==> src/gput_defs.vh <==
// register map, field positions, reset values and prescale figures of the general purpose timer
`ifndef GPUT_DEFS_VH
`define GPUT_DEFS_VH
`define GPUT_OFS_CNT_LO     6'h00
`define GPUT_OFS_CNT_HI     6'h04
`define GPUT_OFS_CTRL       6'h08
`define GPUT_OFS_EN         6'h0c
`define GPUT_OFS_TA_LO      6'h10
`define GPUT_OFS_TA_HI      6'h14
`define GPUT_OFS_TB_LO      6'h18
`define GPUT_OFS_TB_HI      6'h1c
`define GPUT_OFS_TC_LO      6'h20
`define GPUT_OFS_TC_HI      6'h24
`define GPUT_OFS_IEN        6'h28
`define GPUT_OFS_STAT       6'h2c
`define GPUT_OFS_CLR        6'h30
`define GPUT_RST_CTRL       5'h00
`define GPUT_RST_CTRL_RD    16'h0040
`define GPUT_RST_TA_LO      16'h1fff
`define GPUT_RST_TB_LO      16'h2fff
`define GPUT_RST_TC_LO      16'h3fff
`define GPUT_CTRL_W         5
`define GPUT_CTRL_FREE      4
`define GPUT_CTRL_FREEZE    3
`define GPUT_CTRL_DIR       2
`define GPUT_IEN_W          4
`define GPUT_BIT_A          0
`define GPUT_BIT_B          1
`define GPUT_BIT_C          2
`define GPUT_BIT_ROLL       3
`define GPUT_STAT_FRZ       7
`define GPUT_STAT_SYNC      8
`define GPUT_PRE_W          15
`define GPUT_PRE_DIV4       15'h0003
`define GPUT_PRE_DIV16      15'h000f
`define GPUT_PRE_DIV256     15'h00ff
`define GPUT_PRE_DIV32K     15'h7fff
`define GPUT_FULL           32'hffffffff
`define GPUT_ZERO           32'h00000000
`define GPUT_SYNC_STAGES    2'h2
`endif

==> src/gput_timer.v <==
// general purpose 32-bit up/down timer with 16-bit register port
//
// Operation
// - count prescaled clock ticks: 4, 16, 256, 32768
// - timer clock is the peripheral clock only
// - free up count wraps full scale to zero
// - free down count reloads full scale at zero
// - periodic up count returns zero on match C
// - periodic down count reloads full on match C
// - terminal point raises interrupt and reloads counter
// - control bit 4 picks periodic or free running
// - control bit 2 picks up or down counting
// - writing enable bit 0 starts counting
// - clearing enable stops counter and loads its start value
// - writing one to clear register drops flag
// - count read as halves, low read latches high
// - freeze holds both halves until high read
// - event during enable clear is held, raised later
// - interrupt enable also gates its comparison
// - status bit 8 flags enable change until synced
// - compare flags clear on status read
`timescale 1ns/1ps
`include "gput_defs.vh"

// behaviour summary for whoever integrates this block:
// - one clock only; the prescaler, the counter and the register port
//   all run from the same peripheral clock, so no real crossing exists
// - the enable still passes two flops before the counter sees it, so
//   software timing matches a part whose timer sits in a slow domain
// - status bit 8 shows that the enable has not yet reached the counter;
//   software polls it before touching control after a disable
// - the count is read as two halves; the low read catches the high half
//   so a carry between the two reads cannot tear the value
// - with the freeze bit set the low half is held as well, and a second
//   low read inside the hold returns the same value without relatching
// - the compare flags for fields a, b and c drop on a status read; the
//   roll flag drops only through the clear register
// - an event and a clear in the same cycle leave the flag set, so a
//   handler can never lose an event that lands as it clears
// - ordering rules for software (control only while disabled, field
//   updates only with their enable off) are not policed in hardware;
//   a write that breaks them is still taken as given
// - reserved bits are dropped on write and read back as zero, except
//   control bit 6, which has no function and always reads one
// limitation: free running roll takes the full 32-bit range of ticks,
// which no short test can reach; compares a and b are the quick probe

module gput_timer #(
    parameter CNT_W = 32                            // counter width
) (
    input  wire              clock,
    input  wire              rst_b,
    input  wire [5:0]        addr,
    input  wire              wr_en,
    input  wire              rd_en,
    input  wire [15:0]       wdata,
    output reg  [15:0]       rdata,
    output reg               irq
);

    reg  [`GPUT_CTRL_W-1:0]  ctrl_q;                // prescale, direction, freeze, free-run
    reg                      en_q;                  // enable bit as software wrote it
    reg  [1:0]               en_sync_q;             // enable passing into counter side
    reg  [15:0]              ta_lo_q;
    reg  [15:0]              ta_hi_q;
    reg  [15:0]              tb_lo_q;
    reg  [15:0]              tb_hi_q;
    reg  [15:0]              tc_lo_q;
    reg  [15:0]              tc_hi_q;
    reg  [`GPUT_IEN_W-1:0]   ien_q;                 // per-source enables
    reg  [`GPUT_IEN_W-1:0]   flag_q;                // sticky event flags
    reg  [`GPUT_IEN_W-1:0]   flag_d;
    reg                      sync_busy_q;           // status bit 8
    reg  [CNT_W-1:0]         cnt_q;                 // running count
    reg  [CNT_W-1:0]         cnt_d;
    reg  [`GPUT_PRE_W-1:0]   pre_q;                 // prescale divider
    reg  [15:0]              hi_latch_q;            // upper half caught at low read
    reg  [15:0]              lo_frz_q;              // lower half held during freeze
    reg                      frozen_q;              // freeze window open
    reg  [`GPUT_PRE_W-1:0]   pre_lim;
    reg  [15:0]              rdata_d;
    reg  [`GPUT_IEN_W-1:0]   evt;

    wire                     run       = en_sync_q[1];
    wire                     free_run  = ctrl_q[`GPUT_CTRL_FREE];
    wire                     count_dn  = ctrl_q[`GPUT_CTRL_DIR];
    wire [CNT_W-1:0]         start_val = count_dn ? `GPUT_FULL : `GPUT_ZERO;
    wire [CNT_W-1:0]         end_free  = count_dn ? `GPUT_ZERO : `GPUT_FULL;
    wire [CNT_W-1:0]         tc_val    = {tc_hi_q, tc_lo_q};
    wire                     tick      = run && (pre_q == pre_lim);
    wire                     at_c      = (cnt_q == tc_val);
    wire                     at_end    = free_run ? (cnt_q == end_free) : at_c;
    wire                     wr_ctrl   = wr_en && (addr == `GPUT_OFS_CTRL);
    wire                     wr_en_reg = wr_en && (addr == `GPUT_OFS_EN);
    wire                     wr_clr    = wr_en && (addr == `GPUT_OFS_CLR);
    wire                     rd_lo     = rd_en && (addr == `GPUT_OFS_CNT_LO);
    wire                     rd_hi     = rd_en && (addr == `GPUT_OFS_CNT_HI);
    wire                     rd_stat   = rd_en && (addr == `GPUT_OFS_STAT);

    // prescale limit from the divider field
    // the limit is one less than the divide ratio because the divider
    // counts from zero and restarts on the tick itself; a plain compare
    // was chosen over a one-hot decade chain to keep the area small
    always @*
    begin
        case (ctrl_q[1:0])
            2'h0:    pre_lim = `GPUT_PRE_DIV4;
            2'h1:    pre_lim = `GPUT_PRE_DIV16;
            2'h2:    pre_lim = `GPUT_PRE_DIV256;
            default: pre_lim = `GPUT_PRE_DIV32K;
        endcase
    end

    // prescaler runs from the one peripheral clock; no other source exists
    // it is held at zero while the timer is stopped so the first tick
    // after an enable always lands one full prescale period later
    // a control change while running would distort one period, up to a full 15-bit wrap,
    // which is why software must disable before changing the divider
    always @(posedge clock or negedge rst_b)
    begin
        if (!rst_b)
            pre_q <= {`GPUT_PRE_W{1'b0}};
        else if (!run || tick)
            pre_q <= {`GPUT_PRE_W{1'b0}};
        else
            pre_q <= pre_q + 1'b1;
    end

    // next count: terminal point reloads start value, else step
    // the terminal test uses the current value, so the match value is
    // shown for one full prescale period before the reload happens
    // in periodic mode field c is the terminal; a field c that the count
    // never passes makes the timer run the full range without reload
    always @*
    begin
        if (!run)
            cnt_d = start_val;
        else if (!tick)
            cnt_d = cnt_q;
        else if (at_end)
            cnt_d = start_val;
        else if (count_dn)
            cnt_d = cnt_q - 1'b1;
        else
            cnt_d = cnt_q + 1'b1;
    end

    // the count itself; disabled timer sits at its start point
    // reset puts zero here; the first cycle out of reset then loads the
    // start value of the selected direction through the stopped branch
    always @(posedge clock or negedge rst_b)
    begin
        if (!rst_b)
            cnt_q <= `GPUT_ZERO;
        else
            cnt_q <= cnt_d;
    end

    // compare events, each gated by its own enable so a masked
    // compare never marks status; roll only in free running mode
    // events are taken only on a tick, so a match that stands for many
    // clocks between ticks raises its flag exactly once
    // software that changes a field must mask it first, else a half
    // written value could match for one tick and flag a false event
    always @*
    begin
        evt = {`GPUT_IEN_W{1'b0}};
        if (tick)
        begin
            evt[`GPUT_BIT_A] = ien_q[`GPUT_BIT_A] &&
                               (cnt_q == {ta_hi_q, ta_lo_q});
            evt[`GPUT_BIT_B] = ien_q[`GPUT_BIT_B] &&
                               (cnt_q == {tb_hi_q, tb_lo_q});
            evt[`GPUT_BIT_C] = ien_q[`GPUT_BIT_C] && at_c;
            evt[`GPUT_BIT_ROLL] = ien_q[`GPUT_BIT_ROLL] && free_run && at_end;
        end
    end

    // sticky flags: set wins over any clear in the same cycle
    // the clear register and the status read may both act at once;
    // they only ever remove bits, and new events are ored in last
    always @*
    begin
        flag_d = flag_q;
        if (wr_clr)
            flag_d = flag_d & ~wdata[`GPUT_IEN_W-1:0];
        if (rd_stat)
        begin
            flag_d[`GPUT_BIT_A] = 1'b0;
            flag_d[`GPUT_BIT_B] = 1'b0;
            flag_d[`GPUT_BIT_C] = 1'b0;
        end
        flag_d = flag_d | evt;
    end

    // flags persist; line follows any flag whose enable is now set,
    // so an event caught as its enable fell fires once re-enabled
    always @(posedge clock or negedge rst_b)
    begin
        if (!rst_b)
        begin
            flag_q <= {`GPUT_IEN_W{1'b0}};
            irq    <= 1'b0;
        end
        else
        begin
            flag_q <= flag_d;
            irq    <= |(flag_d & ien_q);
        end
    end

    // enable bit, its two-stage crossing and the busy indicator
    // the counter sees a new enable two clocks after the write; busy
    // rises at the write edge and falls once the second stage agrees,
    // so a write of the same value still shows busy for a short while
    always @(posedge clock or negedge rst_b)
    begin
        if (!rst_b)
        begin
            en_q        <= 1'b0;
            en_sync_q   <= 2'h0;
            sync_busy_q <= 1'b0;
        end
        else
        begin
            if (wr_en_reg)
                en_q <= wdata[0];
            en_sync_q <= {en_sync_q[0], en_q};
            // busy from any enable write until the counter side agrees
            if (wr_en_reg)
                sync_busy_q <= 1'b1;
            else if (en_sync_q[1] == en_q)
                sync_busy_q <= 1'b0;
        end
    end

    // configuration registers; only live bits are kept
    // dropping the reserved bits here keeps the read mux simple and
    // guarantees that a stray write can never turn on unused logic
    always @(posedge clock or negedge rst_b)
    begin
        if (!rst_b)
        begin
            ctrl_q  <= `GPUT_RST_CTRL;
            ta_lo_q <= `GPUT_RST_TA_LO;
            ta_hi_q <= 16'h0000;
            tb_lo_q <= `GPUT_RST_TB_LO;
            tb_hi_q <= 16'h0000;
            tc_lo_q <= `GPUT_RST_TC_LO;
            tc_hi_q <= 16'h0000;
            ien_q   <= {`GPUT_IEN_W{1'b0}};
        end
        else if (wr_en)
        begin
            // writes are taken as given; ordering is software's duty
            case (addr)
                `GPUT_OFS_CTRL:  ctrl_q  <= wdata[`GPUT_CTRL_W-1:0];
                `GPUT_OFS_TA_LO: ta_lo_q <= wdata;
                `GPUT_OFS_TA_HI: ta_hi_q <= wdata;
                `GPUT_OFS_TB_LO: tb_lo_q <= wdata;
                `GPUT_OFS_TB_HI: tb_hi_q <= wdata;
                `GPUT_OFS_TC_LO: tc_lo_q <= wdata;
                `GPUT_OFS_TC_HI: tc_hi_q <= wdata;
                `GPUT_OFS_IEN:   ien_q   <= wdata[`GPUT_IEN_W-1:0];
                default:         ;
            endcase
        end
    end

    // split count read; low read latches upper half, freeze holds both
    // without freeze the high half is still caught at each low read; the
    // hold window only matters when software is slow between the reads
    // a high read with no low read before it returns the last catch
    always @(posedge clock or negedge rst_b)
    begin
        if (!rst_b)
        begin
            hi_latch_q <= 16'h0000;
            lo_frz_q   <= 16'h0000;
            frozen_q   <= 1'b0;
        end
        else if (rd_lo && !frozen_q)
        begin
            hi_latch_q <= cnt_q[31:16];
            lo_frz_q   <= cnt_q[15:0];
            frozen_q   <= ctrl_q[`GPUT_CTRL_FREEZE];
        end
        else if (rd_hi)
            frozen_q <= 1'b0;
    end

    // read mux; unmapped and write-only addresses read zero
    // the mux is decoded every cycle but only loaded on a read strobe,
    // so the side effects of a read happen once, at the strobe edge
    always @*
    begin
        rdata_d = 16'h0000;
        case (addr)
            `GPUT_OFS_CNT_LO: rdata_d = frozen_q ? lo_frz_q : cnt_q[15:0];
            `GPUT_OFS_CNT_HI: rdata_d = hi_latch_q;
            `GPUT_OFS_CTRL:   rdata_d = {11'h000, ctrl_q} | `GPUT_RST_CTRL_RD;
            `GPUT_OFS_EN:     rdata_d = {15'h0000, en_q};
            `GPUT_OFS_TA_LO:  rdata_d = ta_lo_q;
            `GPUT_OFS_TA_HI:  rdata_d = ta_hi_q;
            `GPUT_OFS_TB_LO:  rdata_d = tb_lo_q;
            `GPUT_OFS_TB_HI:  rdata_d = tb_hi_q;
            `GPUT_OFS_TC_LO:  rdata_d = tc_lo_q;
            `GPUT_OFS_TC_HI:  rdata_d = tc_hi_q;
            `GPUT_OFS_IEN:    rdata_d = {12'h000, ien_q};
            `GPUT_OFS_STAT:
            begin
                rdata_d[`GPUT_IEN_W-1:0]  = flag_q;
                rdata_d[`GPUT_STAT_FRZ]   = frozen_q;
                rdata_d[`GPUT_STAT_SYNC]  = sync_busy_q;
            end
            default:          rdata_d = 16'h0000;
        endcase
    end

    // registered read data: valid the cycle after rd_en
    // holding the value between reads lets a slow master take it late
    always @(posedge clock or negedge rst_b)
    begin
        if (!rst_b)
            rdata <= 16'h0000;
        else if (rd_en)
            rdata <= rdata_d;
    end

endmodule // gput_timer

==> config.mk <==
export PLATFORM = sky130hd
export DESIGN_NAME = gput_timer
export DESIGN_NICKNAME = d
export VERILOG_FILES = /design/src/gput_timer.v
export VERILOG_INCLUDE_DIRS = /design/src
export SDC_FILE = /design/constraint.sdc
export NUM_CORES = 1
export LEC_CHECK = 0
export ABC_CLOCK_PERIOD_IN_PS = 3650
export BUFFER_PORTS_ARGS = -buffer_cell sky130_fd_sc_hd__clkbuf_2
export CAP_MARGIN = 40
export CORE_MARGIN = 2
export CORE_UTILIZATION = 24
export DETAILED_ROUTE_END_ITERATION = 8
export PLACE_DENSITY = 0.37
export SYNTH_ARGS = -nofsm -noshare
export SYNTH_HDL_FRONTEND = slang
export SYNTH_SLANG_ARGS = --single-unit
==> constraint.sdc <==
create_clock -name clock -period 3.65 [get_ports clock]
set_clock_uncertainty 0.1 [all_clocks]
set_input_delay 0.365 -clock clock [delete_from_list [all_inputs] [get_ports clock]]
set_output_delay 0.365 -clock clock [all_outputs]
set_load 0.01 [all_outputs]
Word-level counts from Yosys, hierarchy flattened

Index checks and enable logic that the tools add are counted.

Memory bits (writable): 0
Memories: 0
Word-level logic and storage cells: 96
Bits in registers: 210
Output and inout port bits: 17
Bits in read-only memories: 0
Latch bits: 0

Divide/modulo/power cells: 0
Multipliers: 0
Shift-type cells: 0
Equal/unequal tests: 21
Reductions and logical operators: 28
Add/sub/neg operators: 3
Multiplexer cells: 21
Order comparisons: 0
Bitwise operators: 4

Operators by type and width:

| cell                                                                  | count |
|---|---|
| 32-bit two-way mux                                                    | 6 |
| 32-bit == test                                                        | 4 |
| 7-bit case mux with 8 select lines                                    | 1 |
| 4-bit case mux with 12 select lines                                   | 1 |
| 15-bit case mux with 3 select lines                                   | 1 |
| 32-bit by 1-bit adder with 32-bit output (second input constant)      | 1 |
| 32-bit by 1-bit subtractor with 32-bit output (second input constant) | 1 |
| 6-bit == test (second input constant)                                 | 5 |
| 3-bit case mux with 9 select lines                                    | 1 |
| 6-bit by 5-bit == test with 1-bit output (second input constant)      | 4 |
| 2-bit case mux with 9 select lines                                    | 1 |
| 16-bit two-way mux                                                    | 1 |
| 2-bit AND reduction                                                   | 8 |
| 15-bit by 1-bit adder with 15-bit output (second input constant)      | 1 |
| 15-bit == test                                                        | 1 |
| 15-bit two-way mux                                                    | 1 |
| 6-bit by 4-bit == test with 1-bit output (second input constant)      | 2 |
| 1-bit logical AND                                                     | 12 |
| 4-bit AND                                                             | 2 |
| 4-bit two-way mux                                                     | 2 |
| 6-bit by 3-bit == test with 1-bit output (second input constant)      | 1 |
| 6-bit logical NOT                                                     | 1 |
| 1-bit two-way mux                                                     | 5 |
| 4-bit inverter                                                        | 1 |
| other kinds (11)                                                      | 13 |

Logic depth before layout (Yosys ltp)

Depth in word-level cells: 8
Gate-level depth with buffers: 10

Least setup slack after synthesis

Ideal clock, no wire load.

Path type: register to register
Start point: reg ctrl_q[2]
End point: reg cnt_q[27]
Library setup time: 0.120 ns
Setup slack: 0.420 ns
Arrival: 3.010 ns
Clock period less this slack: 3.230 ns
Stages on the path, launching flop included: 10
Cell sequence: dfrtp_1 -> ha_1 -> and3_2 -> a221oi_2 -> o31a_2 -> o21ai_1 -> o211ai_2 -> a211oi_1 -> or3_1 -> a31o_2

Word-level cells in the longest chain between the ends: 6

RTL lines:

| element                             | RTL line         | text |
|---|---|---|
| from (decl)                         | gput_timer.v:61  | `` reg [`GPUT_CTRL_W-1:0] ctrl_q; `` |
| from (signal assigned)              | gput_timer.v:244 | `` ctrl_q <= `GPUT_RST_CTRL; `` |
| from (signal assigned)              | gput_timer.v:257 | `` `GPUT_OFS_CTRL: ctrl_q <= wdata[`GPUT_CTRL_W-1:0]; `` |
| 32-bit two-way mux (no source line) | --               |  |
| 32-bit == test                      | gput_timer.v:92  | `wire at_end = free_run ? (cnt_q == end_free) : at_c;` |
| 1-bit two-way mux                   | gput_timer.v:92  |  |
| 32-bit two-way mux                  | gput_timer.v:140 | `else if (at_end)` |
| 32-bit two-way mux                  | gput_timer.v:138 | `else if (!tick)` |
| 32-bit two-way mux (*)              | gput_timer.v:136 | `if (!run)` |
| to (signal assigned)                | gput_timer.v:154 | `` cnt_q <= `GPUT_ZERO; `` |
| to (signal assigned)                | gput_timer.v:156 | `cnt_q <= cnt_d;` |
| to (decl)                           | gput_timer.v:74  | `reg [CNT_W-1:0] cnt_q;` |

Mark *: on every way between the ends. The rest lies on a longest branch, timed or not. The select of a mux whose other input is x is not followed.
A chain may end at the register's enable or synchronous reset.

Worst setup path after layout

Start point: reg ctrl_q[2]
End point: reg cnt_q[30]

Same word-level chain as after synthesis.

==> impl_summary.log <==
INFO  metric netlist-cell-type-count = 73
INFO  metric crit-reg2reg-launch = ctrl_q[2]
INFO  metric synth_compound_gate_area_share = 13.8%
INFO  metric ys_ff_latch = 210
INFO  metric initial_antenna_violation_count = 0
INFO  metric drt_first_pass_iters = 5
INFO  metric dr.first_iter.drc_count = 676
INFO  metric synth_top_area_share = 35.2%
INFO  metric layout.filler_cells = 5,231
INFO  metric power_density = 581 nW/µm²
INFO  metric element_type_at_the_critical_path_start = register
INFO  metric timing.final.max_slew_violations = 0
INFO  metric cp.depth = 10
INFO  metric clockBufferDepth = 3
INFO  metric io_pins = 43
INFO  metric synth_cells = 1,139
INFO  metric worst_setup_hold_path_clk_slew = 60 ps
INFO  metric yosysSeqAreaShare = 43.9%
INFO  metric yosys_most_used_dff = sky130_fd_sc_hd__dfrtp_1
INFO  metric tightest_slew = 856 ps
INFO  metric crit_family = compound AO/OA/AOI/OAI gates
INFO  metric crit_type = register to register
INFO  metric finalWeightedCongestion = 0.841
INFO  metric muxShareOfSynthArea = 14.4%
INFO  metric run_status = completed
INFO  metric yosys-top-cells-area = sky130_fd_sc_hd__dfrtp_1 (35%), sky130_fd_sc_hd__mux2_2 (13%), sky130_fd_sc_hd__dfstp_2 (8.7%)
INFO  metric numCtsBuffers = 27
INFO  metric ir_worst_vdd = 283 µV
INFO  metric clock_sink_count = 210
INFO  metric diodes = 0
INFO  metric post-cts-setup-buffer-count = 0
INFO  metric final_hold_viol_count = 0
INFO  metric post_route_cells_drive_above_1_share = 28.2%
INFO  metric final_util = 28.5%
INFO  metric hold_path.class = primary input to register
INFO  metric cts-hold-fix-buffers = 1
INFO  metric layout_min_cycle_time = 3240 ps
INFO  metric ant_nets = 0
INFO  metric instances_no_fill = 1,903
INFO  metric rsz0062_at_grt = false
INFO  metric worst_slew_margin_rel = 42.7%
INFO  metric path_buf_inv = 1
INFO  metric detailed_place_hpwl = 32,800 µm
INFO  metric required_time_of_the_critical_path = 3970 ps
INFO  metric main_combinational_cell_family_by_area_after_synthesis = multiplexers
INFO  metric cp-startpoint = ctrl_q[2]
INFO  metric maximum_level_of_the_cts_h_tree = 1
INFO  metric first_pass_grt_wire_length = 66,000 µm
INFO  metric min_period_over_period = 88.9%
INFO  metric fmaxAchievable = 308 MHz
INFO  metric remaining_drc_errors = 0
INFO  metric clk-insertion-delay-late = 560 ps
INFO  metric reg2reg_slack = 410 ps
INFO  metric synth_largest_area_cell = sky130_fd_sc_hd__dfrtp_1
INFO  metric gr-total-overflow = 0
INFO  metric placedCellCount = 1,852
INFO  metric crit_end = cnt_q[30]
INFO  metric post_synth_most_frequent_cells = sky130_fd_sc_hd__dfrtp_1 (170), sky130_fd_sc_hd__mux2_2 (138), sky130_fd_sc_hd__nand2_1 (81)
INFO  metric final_nets = 1,268
INFO  metric fp.coreArea = 50,000 µm²
INFO  metric tritoncts_clock_tree = built
INFO  metric number_of_global_route_vias_before_repair = 9,560
INFO  metric critical_path_max_stage_delay = 460 ps
INFO  metric post_syn_area = 12,100 µm²
INFO  metric placementRows = 82
INFO  metric r2r-end = cnt_q[30]
INFO  metric postcts_resize_cnt = 0
INFO  metric area_share_of_fa_ha_maj_cells_after_synthesis = 3.37%
INFO  metric area_growth = 17.9%
INFO  metric avgSynthCellArea = 10.6 µm²
INFO  metric grt_start_max_net_pins = 94
INFO  metric post_drt_via_cell_ratio = 4.92
INFO  metric fin_tns_setup = 0 ps
INFO  metric cp-end-kind = register
INFO  metric synth_xor_area_share = 9.71%
INFO  metric path_cells = buf_4, fa_1, a21o_1, a21oi_1, o21ai_0, a211oi_1, o21ai_0, a211oi_1, mux2i_1, nand3_1
INFO  metric synth_simple_gate_area_share = 11.6%
INFO  metric avgRoutedWirePerCell = 23.0 µm
INFO  metric async_flop_share = 100%
INFO  metric mappedNetlistNets = 1,197
INFO  metric yosysWarnings = 0
INFO  metric report.final.setup_viol = 0
INFO  metric hp-start = wdata[9]
INFO  metric dr_total_vias = 9,356
INFO  metric track_usage = 16.7%
INFO  metric synth-edff-count = 0
INFO  metric crit_fanout = 8
INFO  metric initial_core_utilization = 24.2%
INFO  metric chip_width = 228 µm
INFO  metric static_leakage = 6.14 nW
INFO  metric floorplan.die.height = 228 µm
INFO  metric wl = 43,800 µm
INFO  metric timing.max_cap.violations = 0
INFO  metric synthMostInstantiatedCell = sky130_fd_sc_hd__dfrtp_1
INFO  metric timing.critical_path.slowest_stage_cell = sky130_fd_sc_hd__fa_1
INFO  metric numPortBuffers = 42
INFO  metric clock_tree.root_cell = sky130_fd_sc_hd__clkbuf_16
INFO  metric rr_worst_depth = 10
INFO  metric floorplan.die_area = 52,200 µm²
INFO  metric cp_data_arrival_time = 3560 ps
## sequential cells by signal, summed over array words and instances, names as in the netlist, 4 cells and up
| name | flops |
|---|---|
| tb_lo_q | 16 |
| hi_latch_q | 16 |
| flag_q | 4 |
| cnt_q | 32 |
| ien_q | 4 |
| lo_frz_q | 16 |
| tb_hi_q | 16 |
| ta_hi_q | 16 |
| tc_hi_q | 16 |
| ta_lo_q | 16 |
| ctrl_q | 5 |
| pre_q | 15 |
| rdata | 16 |
| tc_lo_q | 16 |
## metal layers
layer / up-vias / part of all wire, % / GRT usage, %
met2: 189 / 48 / 28.0
li1: 4326 / - / -
met1: 4796 / 47 / 23.2
met4: 0 / 1.7 / 3.86
met3: 45 / 3.4 / 1.80
met5: - / 0 / 0
## logic make-up (layout without fill, tap and decap cells)
kind of cell	Yosys count	after routing
and+or+nand+nor	278	278
AOI/OAI and AO/OA	244	244
DFF	210	210
muxes	157	157
xor gates and xnor gates	134	134
buffers and inverters	84	176
adders and majority gates	32	32
## layout make-up
type                            count  area, µm²  share of cell area (%)
Sequential cell                   210       5310                    37.2
Multi-Input combinational cell    845       6410                    45.0
Timing Repair Buffer              103        706                    4.95
Clock inverter                     12        145                    1.02
Tap cell                          672        841                    5.90
Inverter                           23       86.3                   0.606
Clock buffer                       38        757                    5.31
## cell usage in the layout, fill, tap and decap left out, types with 21 or more instances in the layout
cell type	n
sky130_fd_sc_hd__a22oi_1	24
sky130_fd_sc_hd__buf_4	58
sky130_fd_sc_hd__ha_1	31
sky130_fd_sc_hd__clkbuf_16	27
sky130_fd_sc_hd__o21ai_0	39
sky130_fd_sc_hd__a21oi_1	42
sky130_fd_sc_hd__inv_1	23
sky130_fd_sc_hd__nand3_1	32
sky130_fd_sc_hd__mux2_2	138
sky130_fd_sc_hd__xnor2_1	78
sky130_fd_sc_hd__clkbuf_2	41
sky130_fd_sc_hd__dfstp_2	40
sky130_fd_sc_hd__a21o_1	22
sky130_fd_sc_hd__a221oi_1	21
sky130_fd_sc_hd__xor2_1	56
sky130_fd_sc_hd__nand2_1	81
sky130_fd_sc_hd__nor2_1	61
sky130_fd_sc_hd__dfrtp_1	169
sky130_fd_sc_hd__nand4_1	25
## report_power, final
part,leakage [nW],switching [mW],total (mW),internal (mW)
sequential,2.69,0.472,3.16,2.68
clock,0.444,1.08,2.74,1.66
combinational,3.00,1.37,2.38,1.01
total,6.14,2.93,8.27,5.35
## how the worst min path moves through the flow
stage | endpoint | depth (start not counted)
6_report | ta_hi_q[9] | 2
4_1_cts | ta_hi_q[9] | 2
3_5_place_dp | en_sync_q[1] | 0
2_1_floorplan | cnt_q[0] | 0
5_1_grt | ta_hi_q[9] | 2
3_3_place_gp | en_sync_q[1] | 0
## stage by stage
stage / power, mW / area [µm²] / setup slack (ps) / hold slack, ps
after floorplan: 4.57 / 12100 / 420 / -30.6
after global placement: 5.59 / 13300 / 452 / 241
after detailed placement: 5.57 / 13300 / 367 / 247
after CTS: 8.37 / 14200 / 326 / 26.7
after global routing: 8.71 / 14200 / 77.6 / 54.4
final: 8.27 / 14200 / 405 / 60.9
Note: power is estimated with default switching activity, not from simulation.
